===== src/hw/audio_serial_defines.svh =====
// Purpose: register map, field positions and reset values of the audio serial channel pair
// Assumes: included by bare name; definitions only
// Notes:   the package holds the types
//
// Notes on behaviour
// - word size equals length field plus one
// - one length setting sets tx and rx bits
// - one left/right channel pair per instance
// - ws marks frame start and channel
// - both select values take ws from outside
// - late enable locks to true frame start
// - i2s frames on ws fall, dsp on rise
// - empty transmit word flags underrun, raises interrupt
`ifndef AUDIO_SERIAL_DEFINES_SVH
`define AUDIO_SERIAL_DEFINES_SVH

// ----------------------------------------------------------------
// register byte addresses
// ----------------------------------------------------------------
`define AS_ADDR_W        8
`define AS_CFG_ADDR      8'h00
`define AS_DIV_ADDR      8'h04
`define AS_STAT_ADDR     8'h08
`define AS_MASK_ADDR     8'h0C
`define AS_TX_ADDR       8'h10
`define AS_RX_ADDR       8'h14

// ----------------------------------------------------------------
// primary_config_register fields
// ----------------------------------------------------------------
`define AS_CFG_EN        0
`define AS_CFG_DSP       1
`define AS_CFG_SEL_LSB   2
`define AS_CFG_SEL_MSB   3
`define AS_CFG_LEN_LSB   8
`define AS_CFG_LEN_MSB   12
`define AS_SEL_SLAVE     2'h0
`define AS_SEL_WS_MASTER 2'h1
`define AS_LEN_RESET     5'h0F
`define AS_DIV_RESET     8'h04

// ----------------------------------------------------------------
// fifo_status_register: sticky events and live state bits
// ----------------------------------------------------------------
`define AS_EV_W          4
`define AS_EV_UNDERRUN   0
`define AS_EV_RX_READY   1
`define AS_EV_OVERRUN    2
`define AS_EV_LOCK       3
`define AS_ST_TX_FULL    8
`define AS_ST_RX_VALID   9
`define AS_ST_RUN        10
`define AS_ST_RX_RIGHT   11

// ----------------------------------------------------------------
// data path sizes
// ----------------------------------------------------------------
`define AS_WORD_W        32
`define AS_CNT_W         6
`define AS_CNT_ONE       6'h01

`endif


===== src/hw/audio_serial_pkg.sv =====
// Purpose: shared types of the audio serial channel pair
// Assumes: constants live in audio_serial_defines.svh
// Notes:   one-hot link state codes
package audio_serial_pkg;

  // ----------------------------------------------------------------
  // link state
  // ----------------------------------------------------------------
  typedef enum logic [2:0] {
    ST_IDLE = 3'b001,  // disabled
    ST_HUNT = 3'b010,  // enabled, waiting for a true frame start
    ST_RUN  = 3'b100   // locked, words moving
  } link_state_type;

endpackage


===== src/hw/audio_serial_channel_pair.sv =====
// Purpose: one i2s / dsp channel pair, slave or ws-synchronised master
// Assumes: register port on the block clock; sck, ws and sd from pins
// Notes:   sck is sampled unless master; bit rate must stay well below clock / 6
`timescale 1ns/1ns
`default_nettype none
`include "audio_serial_defines.svh"

module audio_serial_channel_pair
  import audio_serial_pkg::*;
#(
  parameter int DIV_W = 8
) (
  input  wire logic                   clock,     // block clock, 100 MHz
  input  wire logic                   rst,       // synchronous reset, active high
  input  wire logic                   ce,        // clock enable, freezes all state
  input  wire logic [`AS_ADDR_W-1:0]  addr,      // register byte address
  input  wire logic [`AS_WORD_W-1:0]  wdata,     // register write data
  input  wire logic                   wr,        // write strobe
  input  wire logic                   rd,        // read strobe
  output logic      [`AS_WORD_W-1:0]  rdata,     // read data, cycle after rd
  output logic                        irq,       // level interrupt
  input  wire logic                   sck_in,    // bit clock pin level
  output logic                        sck_out,   // bit clock drive value
  output logic                        sck_oe_n,  // bit clock enable, low drives
  input  wire logic                   ws_in,     // word select pin
  input  wire logic                   sd_in,     // serial data in pin
  output logic                        sd_out     // serial data out pin
);

  // ----------------------------------------------------------------
  // elaboration check
  // ----------------------------------------------------------------
  if (DIV_W < 2 || DIV_W > 16) begin : g_bad_div
    $error("audio_serial_channel_pair: DIV_W must be 2..16");
  end

  // ----------------------------------------------------------------
  // declarations
  // ----------------------------------------------------------------
  logic                   en_q;        // enable
  logic                   dsp_q;       // 0 i2s, 1 dsp framing
  logic [1:0]             sel_q;       // master_slave_select
  logic [4:0]             len_q;       // word_length_field
  logic [DIV_W-1:0]       div_q;       // bit clock half period minus one
  logic [`AS_EV_W-1:0]    mask_q;      // interrupt mask
  logic [`AS_EV_W-1:0]    status_q;    // sticky events
  logic [`AS_WORD_W-1:0]  rdata_q;     // read data
  logic                   sck_s;       // synchronised pins
  logic                   ws_s;
  logic                   sd_s;
  logic                   sck_prev_q;  // last synced sck
  logic [DIV_W-1:0]       div_cnt_q;   // bit clock divider
  logic                   sck_gen_q;   // generated bit clock
  logic                   ws_prev_q;   // ws at previous sampling edge
  logic                   ws_seen_q;   // ws sampled since enable
  link_state_type         state_q;     // link state
  link_state_type         state_d;
  logic [`AS_CNT_W-1:0]   cnt_q;       // bits received in word
  logic [`AS_WORD_W-1:0]  shift_q;     // receive shifter
  logic                   chan_q;      // 0 left, 1 right
  logic                   msb_q;       // first bit of word
  logic [`AS_WORD_W-1:0]  rx_data_q;   // last complete word
  logic                   rx_right_q;  // its channel
  logic                   rx_valid_q;  // unread word
  logic [`AS_WORD_W-1:0]  tx_hold_q;   // software transmit word
  logic                   tx_full_q;   // hold occupied
  logic [`AS_WORD_W-1:0]  tx_word_q;   // word on the wire
  logic [`AS_CNT_W-1:0]   tx_left_q;   // bits still to send
  logic                   sd_out_q;    // data pin register
  logic [`AS_WORD_W-1:0]  cfg_view;    // read views
  logic [`AS_WORD_W-1:0]  stat_view;

  // ----------------------------------------------------------------
  // register decode
  // ----------------------------------------------------------------
  wire sel_cfg  = (addr == `AS_CFG_ADDR);
  wire sel_div  = (addr == `AS_DIV_ADDR);
  wire sel_stat = (addr == `AS_STAT_ADDR);
  wire sel_mask = (addr == `AS_MASK_ADDR);
  wire sel_tx   = (addr == `AS_TX_ADDR);
  wire sel_rx   = (addr == `AS_RX_ADDR);
  wire wr_cfg   = wr && sel_cfg;
  wire wr_div   = wr && sel_div;
  wire wr_mask  = wr && sel_mask;
  wire wr_tx    = wr && sel_tx;
  wire rd_stat  = rd && sel_stat;
  wire rd_rx    = rd && sel_rx;

  // word length: field plus one, shared by both directions
  wire [`AS_CNT_W-1:0] word_len = {1'b0, len_q} + `AS_CNT_ONE;
  // both select values keep ws an input; 0x1 also drives sck
  wire master = en_q && (sel_q == `AS_SEL_WS_MASTER);
  wire run    = (state_q == ST_RUN);

  // configuration registers
  always_ff @(posedge clock) begin
    if (rst) begin
      en_q   <= 1'b0;
      dsp_q  <= 1'b0;
      sel_q  <= `AS_SEL_SLAVE;
      len_q  <= `AS_LEN_RESET;
      div_q  <= DIV_W'(`AS_DIV_RESET);
      mask_q <= '0;
    end else if (ce) begin
      if (wr_cfg) begin
        en_q  <= wdata[`AS_CFG_EN];
        dsp_q <= wdata[`AS_CFG_DSP];
        sel_q <= wdata[`AS_CFG_SEL_MSB:`AS_CFG_SEL_LSB];
        len_q <= wdata[`AS_CFG_LEN_MSB:`AS_CFG_LEN_LSB];
      end
      if (wr_div)  div_q  <= wdata[DIV_W-1:0];
      if (wr_mask) mask_q <= wdata[`AS_EV_W-1:0];
    end
  end

  // ----------------------------------------------------------------
  // pin synchronisers
  // ----------------------------------------------------------------
  bit_synchroniser #(
    .WIDTH    (3)
  ) u_pin_sync (
    .clock    (clock),
    .rst      (rst),
    .ce       (ce),
    .async_in ({sck_in, ws_in, sd_in}),
    .sync_out ({sck_s, ws_s, sd_s})
  );

  // ----------------------------------------------------------------
  // bit clock: generated in master mode, sampled otherwise
  // ----------------------------------------------------------------
  wire tick = master && (div_cnt_q == div_q);

  // divider, held at zero while not master
  always_ff @(posedge clock) begin
    if (rst) begin
      div_cnt_q  <= '0;
      sck_gen_q  <= 1'b0;
      sck_prev_q <= 1'b0;
    end else if (ce) begin
      sck_prev_q <= sck_s;
      if (!master) begin
        div_cnt_q <= '0;
        sck_gen_q <= 1'b0;
      end else if (tick) begin
        div_cnt_q <= '0;
        sck_gen_q <= ~sck_gen_q;
      end else begin
        div_cnt_q <= div_cnt_q + 1'b1;
      end
    end
  end

  assign sck_out  = sck_gen_q;
  assign sck_oe_n = ~master;

  // sampling edge and shifting edge of the bit clock
  wire rise = master ? (tick && !sck_gen_q) : (sck_s && !sck_prev_q);
  wire fall = master ? (tick && sck_gen_q)  : (!sck_s && sck_prev_q);

  // ----------------------------------------------------------------
  // word select sampling and frame start detection
  // ----------------------------------------------------------------
  // an edge counts only between two samples taken after enable
  always_ff @(posedge clock) begin
    if (rst) begin
      ws_prev_q <= 1'b0;
      ws_seen_q <= 1'b0;
    end else if (ce) begin
      if (!en_q) begin
        ws_seen_q <= 1'b0;
      end else if (rise) begin
        ws_prev_q <= ws_s;
        ws_seen_q <= 1'b1;
      end
    end
  end

  wire ws_rise_e = rise && ws_seen_q && ws_s && !ws_prev_q;
  wire ws_fall_e = rise && ws_seen_q && !ws_s && ws_prev_q;
  // frame start: i2s on falling ws, dsp on rising ws
  wire lock_edge = dsp_q ? ws_rise_e : ws_fall_e;
  wire lock_ev   = (state_q == ST_HUNT) && en_q && lock_edge;

  // link state
  always_comb begin
    state_d = state_q;
    unique case (state_q)
      ST_IDLE: if (en_q) state_d = ST_HUNT;
      ST_HUNT: begin
        if (!en_q)          state_d = ST_IDLE;
        else if (lock_edge) state_d = ST_RUN;
      end
      ST_RUN:  if (!en_q) state_d = ST_IDLE;
      default: state_d = ST_IDLE;  // illegal code
    endcase
  end

  always_ff @(posedge clock) begin
    if (rst) state_q <= ST_IDLE;
    else if (ce) state_q <= state_d;
  end

  // ----------------------------------------------------------------
  // receive path
  // ----------------------------------------------------------------
  wire                  rx_live    = run && rise && (cnt_q < word_len);
  wire                  rx_done    = rx_live && ((cnt_q + `AS_CNT_ONE) == word_len);
  wire [`AS_WORD_W-1:0] shift_next = {shift_q[`AS_WORD_W-2:0], sd_s};
  // dsp: right word follows the left one directly; i2s: every ws edge
  wire word_start = lock_ev ||
                    (run && en_q && (dsp_q ? (ws_rise_e || (rx_done && !chan_q))
                                           : (ws_rise_e || ws_fall_e)));
  wire chan_next  = dsp_q ? !ws_rise_e : ws_s;

  // shifter and bit count; the bit at a word-start edge ends the old word
  always_ff @(posedge clock) begin
    if (rst) begin
      cnt_q   <= '0;
      shift_q <= '0;
      chan_q  <= 1'b0;
      msb_q   <= 1'b0;
    end else if (ce) begin
      if (rx_live && (cnt_q == '0)) msb_q <= sd_s;
      if (word_start) begin
        cnt_q   <= '0;
        shift_q <= '0;
        chan_q  <= chan_next;
      end else if (rx_live) begin
        cnt_q   <= cnt_q + `AS_CNT_ONE;
        shift_q <= shift_next;
      end
    end
  end

  // completed word, all configured bits kept right aligned
  always_ff @(posedge clock) begin
    if (rst) begin
      rx_data_q  <= '0;
      rx_right_q <= 1'b0;
      rx_valid_q <= 1'b0;
    end else if (ce) begin
      if (rx_done) begin
        rx_data_q  <= shift_next;
        rx_right_q <= chan_q;
      end
      rx_valid_q <= rx_done | (rx_valid_q & ~rd_rx);
    end
  end

  // ----------------------------------------------------------------
  // transmit path
  // ----------------------------------------------------------------
  wire                 underrun_ev = word_start && !tx_full_q;
  wire                 tx_shift    = run && fall && (tx_left_q != '0);
  wire [4:0]           tx_bit      = 5'(tx_left_q - `AS_CNT_ONE);

  // holding word; a write in the consuming cycle keeps it full
  always_ff @(posedge clock) begin
    if (rst) begin
      tx_hold_q <= '0;
      tx_full_q <= 1'b0;
    end else if (ce) begin
      if (wr_tx) tx_hold_q <= wdata;
      tx_full_q <= wr_tx | (tx_full_q & ~word_start);
    end
  end

  // msb first, changed on the falling edge; zeros on underrun
  always_ff @(posedge clock) begin
    if (rst) begin
      tx_word_q <= '0;
      tx_left_q <= '0;
      sd_out_q  <= 1'b0;
    end else if (ce) begin
      if (!en_q) begin
        tx_left_q <= '0;
        sd_out_q  <= 1'b0;
      end else if (word_start) begin
        tx_word_q <= tx_full_q ? tx_hold_q : '0;
        tx_left_q <= word_len;
      end else if (tx_shift) begin
        sd_out_q  <= tx_word_q[tx_bit];
        tx_left_q <= tx_left_q - `AS_CNT_ONE;
      end else if (fall) begin
        sd_out_q  <= 1'b0;
      end
    end
  end

  assign sd_out = sd_out_q;

  // ----------------------------------------------------------------
  // status, interrupt and read data
  // ----------------------------------------------------------------
  wire [`AS_EV_W-1:0] events = {lock_ev, rx_done && rx_valid_q && !rd_rx, rx_done, underrun_ev};

  // sticky bits, cleared by a read, a new event wins
  always_ff @(posedge clock) begin
    if (rst) status_q <= '0;
    else if (ce) status_q <= events | (status_q & ~{`AS_EV_W{rd_stat}});
  end

  assign irq = |(status_q & mask_q);

  // read views
  always_comb begin
    cfg_view = '0;
    cfg_view[`AS_CFG_EN]  = en_q;
    cfg_view[`AS_CFG_DSP] = dsp_q;
    cfg_view[`AS_CFG_SEL_MSB:`AS_CFG_SEL_LSB] = sel_q;
    cfg_view[`AS_CFG_LEN_MSB:`AS_CFG_LEN_LSB] = len_q;
    stat_view = '0;
    stat_view[`AS_EV_W-1:0]    = status_q;
    stat_view[`AS_ST_TX_FULL]  = tx_full_q;
    stat_view[`AS_ST_RX_VALID] = rx_valid_q;
    stat_view[`AS_ST_RUN]      = run;
    stat_view[`AS_ST_RX_RIGHT] = rx_right_q;
  end

  wire [`AS_WORD_W-1:0] rd_value =
    sel_cfg  ? cfg_view :
    sel_div  ? `AS_WORD_W'(div_q) :
    sel_stat ? stat_view :
    sel_mask ? `AS_WORD_W'(mask_q) :
    sel_rx   ? rx_data_q : '0;

  // read data stands one cycle, zero otherwise
  always_ff @(posedge clock) begin
    if (rst) rdata_q <= '0;
    else if (ce) rdata_q <= rd ? rd_value : '0;
  end

  assign rdata = rdata_q;
endmodule

`default_nettype wire


===== src/hw/bit_synchroniser.sv =====
// Purpose: two-flop synchroniser for pins from outside the clock domain
// Assumes: ce freezes the chain with the rest of the block
// Notes:   only the second stage is visible outside
`timescale 1ns/1ns
`default_nettype none

module bit_synchroniser #(
  parameter int WIDTH = 1
) (
  input  wire logic             clock,     // block clock
  input  wire logic             rst,       // synchronous reset, active high
  input  wire logic             ce,        // clock enable
  input  wire logic [WIDTH-1:0] async_in,  // raw pin levels
  output logic      [WIDTH-1:0] sync_out   // synchronised levels
);

  // ----------------------------------------------------------------
  // elaboration check
  // ----------------------------------------------------------------
  if (WIDTH < 1) begin : g_bad_width
    $error("bit_synchroniser: WIDTH must be at least 1");
  end

  logic [WIDTH-1:0] meta_q;  // first stage, read only by second

  // two stages, both frozen by ce
  always_ff @(posedge clock) begin
    if (rst) begin
      meta_q   <= '0;
      sync_out <= '0;
    end else if (ce) begin
      meta_q   <= async_in;
      sync_out <= meta_q;
    end
  end

endmodule

`default_nettype wire


===== config.mk =====
export PLATFORM = sky130hd
export DESIGN_NAME = audio_serial_channel_pair
export DESIGN_NICKNAME = d
export VERILOG_FILES = /design/src/hw/audio_serial_pkg.sv /design/src/hw/audio_serial_channel_pair.sv /design/src/hw/bit_synchroniser.sv
export VERILOG_INCLUDE_DIRS = /design/src /design/src/hw
export SDC_FILE = /design/constraint.sdc
export NUM_CORES = 1
export LEC_CHECK = 0
export BUFFER_PORTS_ARGS = -buffer_cell sky130_fd_sc_hd__buf_2
export CORE_MARGIN = 5
export CORE_UTILIZATION = 34
export DETAILED_ROUTE_END_ITERATION = 8
export GPL_ROUTABILITY_DRIVEN = 0
export PLACE_DENSITY = 0.59
export SYNTH_ARGS = -nofsm -noshare
export SYNTH_HDL_FRONTEND = slang
export SYNTH_SLANG_ARGS = --single-unit

===== constraint.sdc =====
create_clock -name clock -period 3.55 [get_ports clock]
set_input_delay 0.355 -clock clock [delete_from_list [all_inputs] [get_ports clock]]
set_output_delay 0.355 -clock clock [all_outputs]
set_load 0.02 [all_outputs]

; ---- After elaboration in Yosys (flattened, before gate mapping)
; Cells that the tools add are included.
[totals]
reg_bits = 222
input_bits = 48
out_inout_bits = 36
elab_cells = 160
[classes]
n_addsub = 4
n_lt_le_gt_ge = 2
n_eq_ne = 19
n_mux = 36
bitwise_logic = 12
reduce_logical = 60
[ops]
columns = cell, count
row1 = $mux W32, 7
row2 = $mux W31, 2
row3 = $logic_and A1 B1 Y1, 30
row4 = $mux W6, 5
row5 = $reduce_and A2 Y1, 10
row6 = $eq A8 B4 Y1 const B, 2
row7 = $eq A8 B5 Y1 const B, 2
row8 = $mux W8, 2
row9 = $mux W1, 14
row10 = $mux W3, 4
row11 = $logic_not A1 Y1, 9
row12 = $pmux W3 S3, 1
row13 = $reduce_and A3 Y1, 3
row14 = $add A8 B1 Y8 const B, 1
row15 = $and A4 B4 Y4, 2
row16 = $eq A8 B3 Y1 const B, 1
row17 = $eq A8 B8 Y1, 1
row18 = $logic_not A8 Y1, 1
row19 = $add A5 B1 Y6 const B, 1
row20 = $add A6 B1 Y6 const B, 1
row21 = $eq A6 B6 Y1, 1
row22 = $lt A5 B6 Y1 const B, 1
row23 = $lt A6 B6 Y1, 1
row24 = $ne A2 B2 Y1 const B, 3
row25 = 19 further kinds, 28

; ---- Longest topological paths before layout
; Gate-level depths: netlist (run 1).
[logic_depth]
word_depth = 16
ltp_mapped = 12

; ---- Hierarchy
; A second synthesis (run 1) with hierarchy kept.
[hier_totals]
hier_cells = 1006
hier_area_um2 = 9344.0
[modules_own_cells]
columns = module, instances, cells_each, area_per_inst_um2, seq_area_each_um2
row1 = audio_serial_channel_pair, 1, 987, 9130.0, 4324.1
row2 = bit_synchroniser, 1, 19, 214.0, 120.1

; ---- Worst setup path after synthesis (run 1)
; OpenSTA, ideal clock, no wires.
[synth_path]
path_type = reg-to-reg
start = reg len_q[0]
end = reg cnt_q[4]
setup_time_ps = 117
t_arrival_ps = 2857
t_required_ps = 3433
setup_slack_ps = 576
stages_incl_launch_ff = 12
synth_period_minus_slack_ps = 2974
path_cell_list = dfxtp_1 -> and3_1 -> and3_1 -> inv_1 -> ha_1 -> a211oi_2 -> o211ai_1 -> or4_4 -> o41ai_4 -> a211oi_2 -> buf_6 -> a22o_1
[synth_via]
elab_chain_cells = 11
word_cells_on_any_way = 13
cone_classes = add/sub (1) / order compare (1) / eq/ne (1) / mux (2) / reduce/logical (8)
[synth_lines]
columns = element, line_no
row1 = "start, declared", audio_serial_channel_pair.sv:43  ; logic [4:0] len_q;
row2 = "start signal, assigned", audio_serial_channel_pair.sv:101  ; len_q <= `AS_LEN_RESET;
row3 = "start signal, assigned", audio_serial_channel_pair.sv:109  ; len_q <= wdata[`AS_CFG_LEN_MSB:`AS_CFG_LEN_LSB];
row4 = $add A5 B1 Y6 (no source line) *, n/a
row5 = $lt A6 B6 Y1, audio_serial_channel_pair.sv:207  ; wire rx_live = run && rise && (cnt_q < word_len);
row6 = $logic_and A1 B1 Y1, audio_serial_channel_pair.sv:207
row7 = $logic_and A1 B1 Y1, audio_serial_channel_pair.sv:208  ; wire rx_done = rx_live && ((cnt_q + `AS_CNT_ONE) == word_len);
row8 = $logic_and A1 B1 Y1, audio_serial_channel_pair.sv:212  ; (run && en_q && (dsp_q ? (ws_rise_e || (rx_done && !chan_q))
row9 = $logic_or A1 B1 Y1, audio_serial_channel_pair.sv:212
row10 = $mux W1, audio_serial_channel_pair.sv:212
row11 = $logic_and A1 B1 Y1, audio_serial_channel_pair.sv:212
row12 = $logic_or A1 B1 Y1, audio_serial_channel_pair.sv:211  ; wire word_start = lock_ev ||
row13 = $reduce_bool A2 Y1 (no source line), n/a
row14 = $reduce_and A2 Y1 (no source line), n/a
row15 = "end signal, assigned", audio_serial_channel_pair.sv:230  ; cnt_q <= cnt_q + `AS_CNT_ONE;
row16 = "end, declared", audio_serial_channel_pair.sv:58  ; logic [`AS_CNT_W-1:0] cnt_q;
; Every way passes the cells marked *; elsewhere a longest branch is shown, timed or not.
; A chain may end at the register's enable or synchronous reset.

; ---- Worst setup path after layout (run 1)
[layout_path]
start = reg len_q[0]
end = reg shift_q[21]
[layout_via]
elab_chain_cells = 11
word_cells_on_any_way = 13
cone_classes = add/sub (1) / order compare (1) / eq/ne (1) / mux (2) / reduce/logical (8)
[layout_lines]
columns = element, line_no
row1 = $add A5 B1 Y6 (no source line) *, n/a
row2 = $lt A6 B6 Y1, audio_serial_channel_pair.sv:207
row3 = $logic_and A1 B1 Y1, audio_serial_channel_pair.sv:207
row4 = $logic_and A1 B1 Y1, audio_serial_channel_pair.sv:208
row5 = $logic_and A1 B1 Y1, audio_serial_channel_pair.sv:212
row6 = $logic_or A1 B1 Y1, audio_serial_channel_pair.sv:212
row7 = $mux W1, audio_serial_channel_pair.sv:212
row8 = $logic_and A1 B1 Y1, audio_serial_channel_pair.sv:212
row9 = $logic_or A1 B1 Y1, audio_serial_channel_pair.sv:211
row10 = $reduce_bool A2 Y1 (no source line), n/a
row11 = $reduce_and A2 Y1 (no source line), n/a
row12 = "end signal, assigned", audio_serial_channel_pair.sv:231  ; shift_q <= shift_next;
row13 = "end, declared", audio_serial_channel_pair.sv:59  ; logic [`AS_WORD_W-1:0] shift_q;
; Marks and branches as above.

==> reports/results.ini, run 1 <==
[run_status]
status = finished, final reports clean

[clock_tree]
clkTransAtPathRegs_ns = 0.06
cts_made_buffers = 25
clockRootBuffer = clkbuf_16
cts_tree = done
insertion_delay_ns = 0.54
cts.sinks = 222
htree_levels = 1
cts_hold_buf = 0
clk_path_buf_depth = 3

[worst_hold_path]
min_to = tx_hold_q[27]$_SDFFE_PP0P_
hold_depth = 3
hold_path.class = in2reg
hp-start = wdata[27]

[global_routing]
grt_pass1_wl_mm = 38.8
first_global_vias = 7398
grt_use_total = 0.149
overflow = 0
grt_max_degree = 75
antenna_found_initial = 0

[power_and_ir_drop]
vdd_ir_drop_max_uv = 279
total_leakage_power_nw = 4.11
powerDensity_nw_per_um2 = 480
total_power_mw = 5.25

[sta]
min_period_over_period = 0.950
fin_crit_ns = 3.37
hold_violations = 0
maxSlewViolCount = 0
fmax_ghz = 0.297
setup_tns_ns = 0
slew_headroom = 0.284
timing.final.ws_setup_ns = 0.179
max_slew.worst_pin.slew_ns = 1.07
rsz0062_at_grt = false
finClkSkew_ns = 0.0200
setup_viol = 0

[finish]
layout-area-overhead-vs-synth_pct = 17.1
fin_util = 0.405
num_antenna_cells = 0
final_layout_size_suffix_gt1_frac = 0.160
final_area_um2 = 10900
finalNetCount = 1167

[logic_synthesis]
synthArstFlopShare = 0
synth_cell_types = 68
syn-num-nets = 1110
yosys.area.top_type_share = 0.476
yosys.area.top_type = dfxtp_1
yosys_warnings = 0
ys.flop_type = dfxtp_1
avgSynthCellArea_um2 = 8.89
yosysSeqAreaShare = 0.476
synth.most_common_cell = dfxtp_1
synthTopCellsByArea = dfxtp_1 48%, nand2_1 7.2%, a21oi_1 6.3%
syn-cell-area_um2 = 9340
synth_common_cells = 222 x dfxtp_1, 179 x nand2_1, 118 x a21oi_1
ys_seq_elements = 222
synthCells = 1051
synth_edf_count = 0

[die]
die_w_um = 176
ios = 84
row_count = 60
dieArea_um2 = 30900
start_util = 0.346
core_um2 = 27000
die_y_um = 176

[routing]
dr.pass1.iters = 5
routed_wl_mm = 24.1
via_count = 7708
ant_nets = 0
first_iter_violations = 540
vias_per_cell = 5.26
drc = 0
wl_per_cell_um = 16.4

[placed_design]
io_buffers = 83
hpwl_mm = 15.6
pre_cts_ws_ns = 0.0659
placed_area_um2 = 10100

[worst_setup_path]
worst-r2r-setup-slack_ns = 0.18
reg2reg_to = shift_q[21]$_SDFFE_PP0P_
setup.worst_path.start_class = register
required_ns = 3.96
critical_path.max_stage_delay_ns = 0.49
crit_fanout = 31
cp_cell_sequence = and3_1 > and3_1 > inv_1 > ha_1 > a211oi_2 > o211ai_1 > or4_4 > o41ai_4 > buf_4 > a211oi_4 > buf_12 > a22o_1
slowest_stage = or4_4
critPathArrivalTime_ns = 3.78
r2r_cells = 12
path_class = reg2reg
crit_path_frequent_cell = and3_1
crit_path_end_kind = register
r2r_start = len_q[0]$_SDFFE_PP1P_

[run]
max-cap-violations = 0

[layer usage]
layer	global-route usage	vias up	wire, um	part of all wire
li1	-	3855	-	-
met1	0.204	3669	11200	0.47
met2	0.249	159	11500	0.48
met3	0.0230	25	1060	0.044
met4	0.0351	0	344	0.014
met5	0	-	0	0
[through the flow]
| step | hold WS [ns] | std cells |
|---|---|---|
| after floorplan | 0.428 | 1051 |
| after global placement | 0.438 | 1419 |
| after detailed placement | 0.445 | 1419 |
| after CTS | 0.0326 | 1463 |
| after global routing | 0.0541 | 1466 |
| final | 0.0536 | 1466 |
[worst max-delay path, delay by kind of cell (launching register included)]
kind	cells	cell delay, ns
buffers and inverters	3	0.48
AND/OR/NAND/NOR	3	0.91
AO/OA/AOI/OAI	5	1.08
flip-flops	1	0.44
adder cells (fa/ha/maj)	1	0.32
[cell usage in the layout (no fill, tap or decap), types with 5 or more instances in the layout]
cell type / n
nor2_1: 74
and2_1: 6
a21oi_1: 118
xor2_1: 9
clkbuf_1: 8
nor3_1: 6
a22oi_1: 39
nand3b_1: 10
buf_2: 82
nand4_1: 40
buf_4: 25
clkbuf_16: 25
nand2b_1: 7
xnor2_1: 19
o21ai_0: 38
nor2b_1: 5
ha_1: 11
dfxtp_1: 222
mux4_2: 10
and3_1: 8
nand3_1: 18
nand2_1: 179
mux2i_1: 24
inv_1: 16
a22o_1: 33
mux2_2: 10
[cell type report]
class / count / area, um2
timing repair buffer: 110 / 649
tap: 341 / 427
clock buffer: 36 / 697
inverter: 17 / 63.8
clock inverter: 8 / 130
fill: 2728 / 16100
sequential: 222 / 4440
multi-input combinational: 732 / 4530
[where the power goes]
group          total (mW)  leakage, nW  internal (mW)  switching (mW)
clock network        2.60        0.407           1.58            1.02
registers            2.50         1.79           2.50         0.00488
logic               0.148         1.91         0.0434           0.105
total                5.25         4.11           4.12            1.13
[state kept, by name, summed over array words and instances, names as in the netlist, 2 cells and up]
register and count:
div_cnt_q 8, cnt_q 6, rdata 32, rx_data_q 32, u_pin_sync.meta_q 3, state_q 3
tx_word_q 32, div_q 8, mask_q 4, tx_left_q 6, tx_hold_q 32, sel_q 2
len_q 5, status_q 4, shift_q 31, u_pin_sync.sync_out 3
[cell families after synthesis]
group / synth area share
AOI/OAI and AO/OA: 0.187
muxes: 0.0619
and+or+nand+nor: 0.189
DFF: 0.476
buffers and inverters: 0.0445
xor gates and xnor gates: 0.0280
adders and majority gates: 0.0147
[worst max path at each step]
stage / depth (start not counted) / from / slack (ns) / end
global placement: 11 / len_q[0]$_SDFFE_PP1P_ / 0.17 / cnt_q[4]$_SDFFE_PP0P_
global route: 12 / len_q[0]$_SDFFE_PP1P_ / 0.04 / shift_q[4]$_SDFFE_PP0P_
detailed placement: 11 / len_q[0]$_SDFFE_PP1P_ / 0.07 / cnt_q[1]$_SDFFE_PP0P_
floorplan: 11 / len_q[0]$_SDFFE_PP1P_ / 0.58 / cnt_q[4]$_SDFFE_PP0P_
finish: 12 / len_q[0]$_SDFFE_PP1P_ / 0.18 / shift_q[21]$_SDFFE_PP0P_
CTS: 11 / len_q[0]$_SDFFE_PP1P_ / 0.03 / cnt_q[4]$_SDFFE_PP0P_
[repair_timing]
item                                   in CTS  in global routing
endpoints found under the hold margin       0                  0
gates resized for setup                     0                  1
setup endpoints to repair                   0                 61
buffers inserted                            0                  2
(Power assumes the default switching activity.)
==> inputs of run 2 (changes only) <==
- CORE_UTILIZATION: 34 -> 25
- PLACE_DENSITY: 0.59 -> 0.49
==> reports/results.ini, run 2 (synthesized netlist as in run 1, its figures left out) <==
[sta]
max_slew.worst_pin.slew_ns = 0.970
finClkSkew_ns = 0.0172
timing.final.ws_setup_ns = 0.210
maxSlewViolCount = 0
min_period_over_period = 0.941
setup_viol = 0
fin_crit_ns = 3.34
fmax_ghz = 0.299
rsz0062_at_grt = false
slew_headroom = 0.353
hold_violations = 0
setup_tns_ns = 0

[global_routing]
grt_max_degree = 114
antenna_found_initial = 1
first_global_vias = 7407
overflow = 0
grt_use_total = 0.120
grt_pass1_wl_mm = 41.3

[placed_design]
pre_cts_ws_ns = -0.0208
dp_cells = 1549
placed_area_um2 = 10300
io_buffers = 83
hpwl_mm = 17.1

[finish]
num_antenna_cells = 0
layout-area-overhead-vs-synth_pct = 18.7
final_common_cell = dfxtp_1
fillers = 3912
final_layout_size_suffix_gt1_frac = 0.160
final_area_um2 = 11100
finalNetCount = 1168
final_cell_mix = 222 x dfxtp_1, 179 x nand2_1, 118 x a21oi_1
fin_cells = 1591

[clock_tree]
cts_made_buffers = 26
clkTransAtPathRegs_ns = 0.06
cts_setup_buffers = 0
clk_path_buf_depth = 3
clockRootBuffer = clkbuf_16
htree_levels = 1
cts_tree = done
insertion_delay_ns = 0.53
cts.sinks = 222

[routing]
vias_per_cell = 4.82
dr.pass1.iters = 5
first_iter_violations = 318
via_count = 7664
routed_wl_mm = 25.8
drc = 0
wl_per_cell_um = 16.2
ant_nets = 0

[worst_setup_path]
r2r_cells = 11
setup.worst_path.start_class = register
crit_fanout = 31
required_ns = 3.96
crit_path_end_kind = register
critPathArrivalTime_ns = 3.75
reg2reg_to = shift_q[28]$_SDFFE_PP0P_
worst-r2r-setup-slack_ns = 0.21
r2r_start = len_q[0]$_SDFFE_PP1P_
path_class = reg2reg

[worst_hold_path]
hold_depth = 3
hp-start = wdata[16]
min_to = tx_hold_q[16]$_SDFFE_PP0P_
hold_path.class = in2reg

[die]
ios = 84
die_y_um = 203
die_w_um = 203
start_util = 0.254
row_count = 70
core_um2 = 36800
dieArea_um2 = 41300

[power_and_ir_drop]
powerDensity_nw_per_um2 = 472
total_leakage_power_nw = 4.10
vdd_ir_drop_max_uv = 301
total_power_mw = 5.23

[run]
max-cap-violations = 0

[run_status]
status = finished, final reports clean

run 2: cell types whose count changed in the layout (fill, tap and decap cells not counted), sizes merged:
| cell | before | now |
|---|---|---|
| clkinv | 4 | 2 |
| clkbuf | 36 | 39 |
| inv | 18 | 17 |
| nor3 | 9 | 8 |
| buf | 110 | 111 |
| bufinv | 3 | 1 |
run 2: how the worst max path moves through the flow:
stage,from,end,slack [ns],cells after the start
after floorplan,len_q[0]$_SDFFE_PP1P_,cnt_q[4]$_SDFFE_PP0P_,0.58,11
after global placement,len_q[0]$_SDFFE_PP1P_,tx_left_q[3]$_SDFFE_PP0P_,0.1,11
after global routing,len_q[0]$_SDFFE_PP1P_,tx_left_q[4]$_SDFFE_PP0P_,0.002,11
after CTS,len_q[0]$_SDFFE_PP1P_,tx_left_q[4]$_SDFFE_PP0P_,0.08,11
after detailed placement,len_q[0]$_SDFFE_PP1P_,tx_left_q[4]$_SDFFE_PP0P_,-0.02,11
final,len_q[0]$_SDFFE_PP1P_,shift_q[28]$_SDFFE_PP0P_,0.21,11
run 2: critical path: stages (launching register included):
cell,delay (ns)
dfxtp_1,0.45
ha_1,0.25
nand3_1,0.11
xor2_1,0.30
ha_1,0.31
nand3_1,0.08
o211ai_1,0.12
or4_4,0.48
o41ai_4,0.44
a211oi_4,0.19
buf_12,0.23
a22o_1,0.24
run 2: timing repair:
action | CTS | global route
resized for setup | 1 | 2
pin swaps | 0 | 1
hold buffers | 0 | 0
endpoints found under the setup margin | 4 | 69
run 2: area by class of cell:
| cell class | count | area (um2) | share of cell area |
|---|---|---|---|
| Tap cell | 468 | 586 | 0.0528 |
| Clock buffer | 39 | 781 | 0.0704 |
| Clock inverter | 3 | 43.8 | 0.00395 |
| Multi-Input combinational cell | 731 | 4510 | 0.407 |
| Timing Repair Buffer | 111 | 664 | 0.0599 |
| Inverter | 17 | 63.8 | 0.00575 |
| Sequential cell | 222 | 4440 | 0.401 |
run 2: per-stage QoR:
| step | utilization | hold WS, ns |
|---|---|---|
| floorplan | - | 0.428 |
| global placement | 0.279 | 0.439 |
| detailed placement | 0.279 | 0.447 |
| CTS | 0.301 | 0.0504 |
| global route | 0.302 | 0.0564 |
| finish | 0.302 | 0.0709 |
run 2: metal layers:
metal  up-vias  GRT usage  part of all wire
met2       134      0.193              0.45
met4         0     0.0275             0.017
met5         -          0                 0
met1      3649      0.169              0.49
li1       3845          -                 -
met3        36     0.0213             0.041
run 2: power breakdown:
group | internal, mW | switching [mW] | total [mW]
clock network | 1.57 | 1.01 | 2.58
registers | 2.50 | 0.00497 | 2.50
logic | 0.0436 | 0.107 | 0.151
total | 4.11 | 1.12 | 5.23
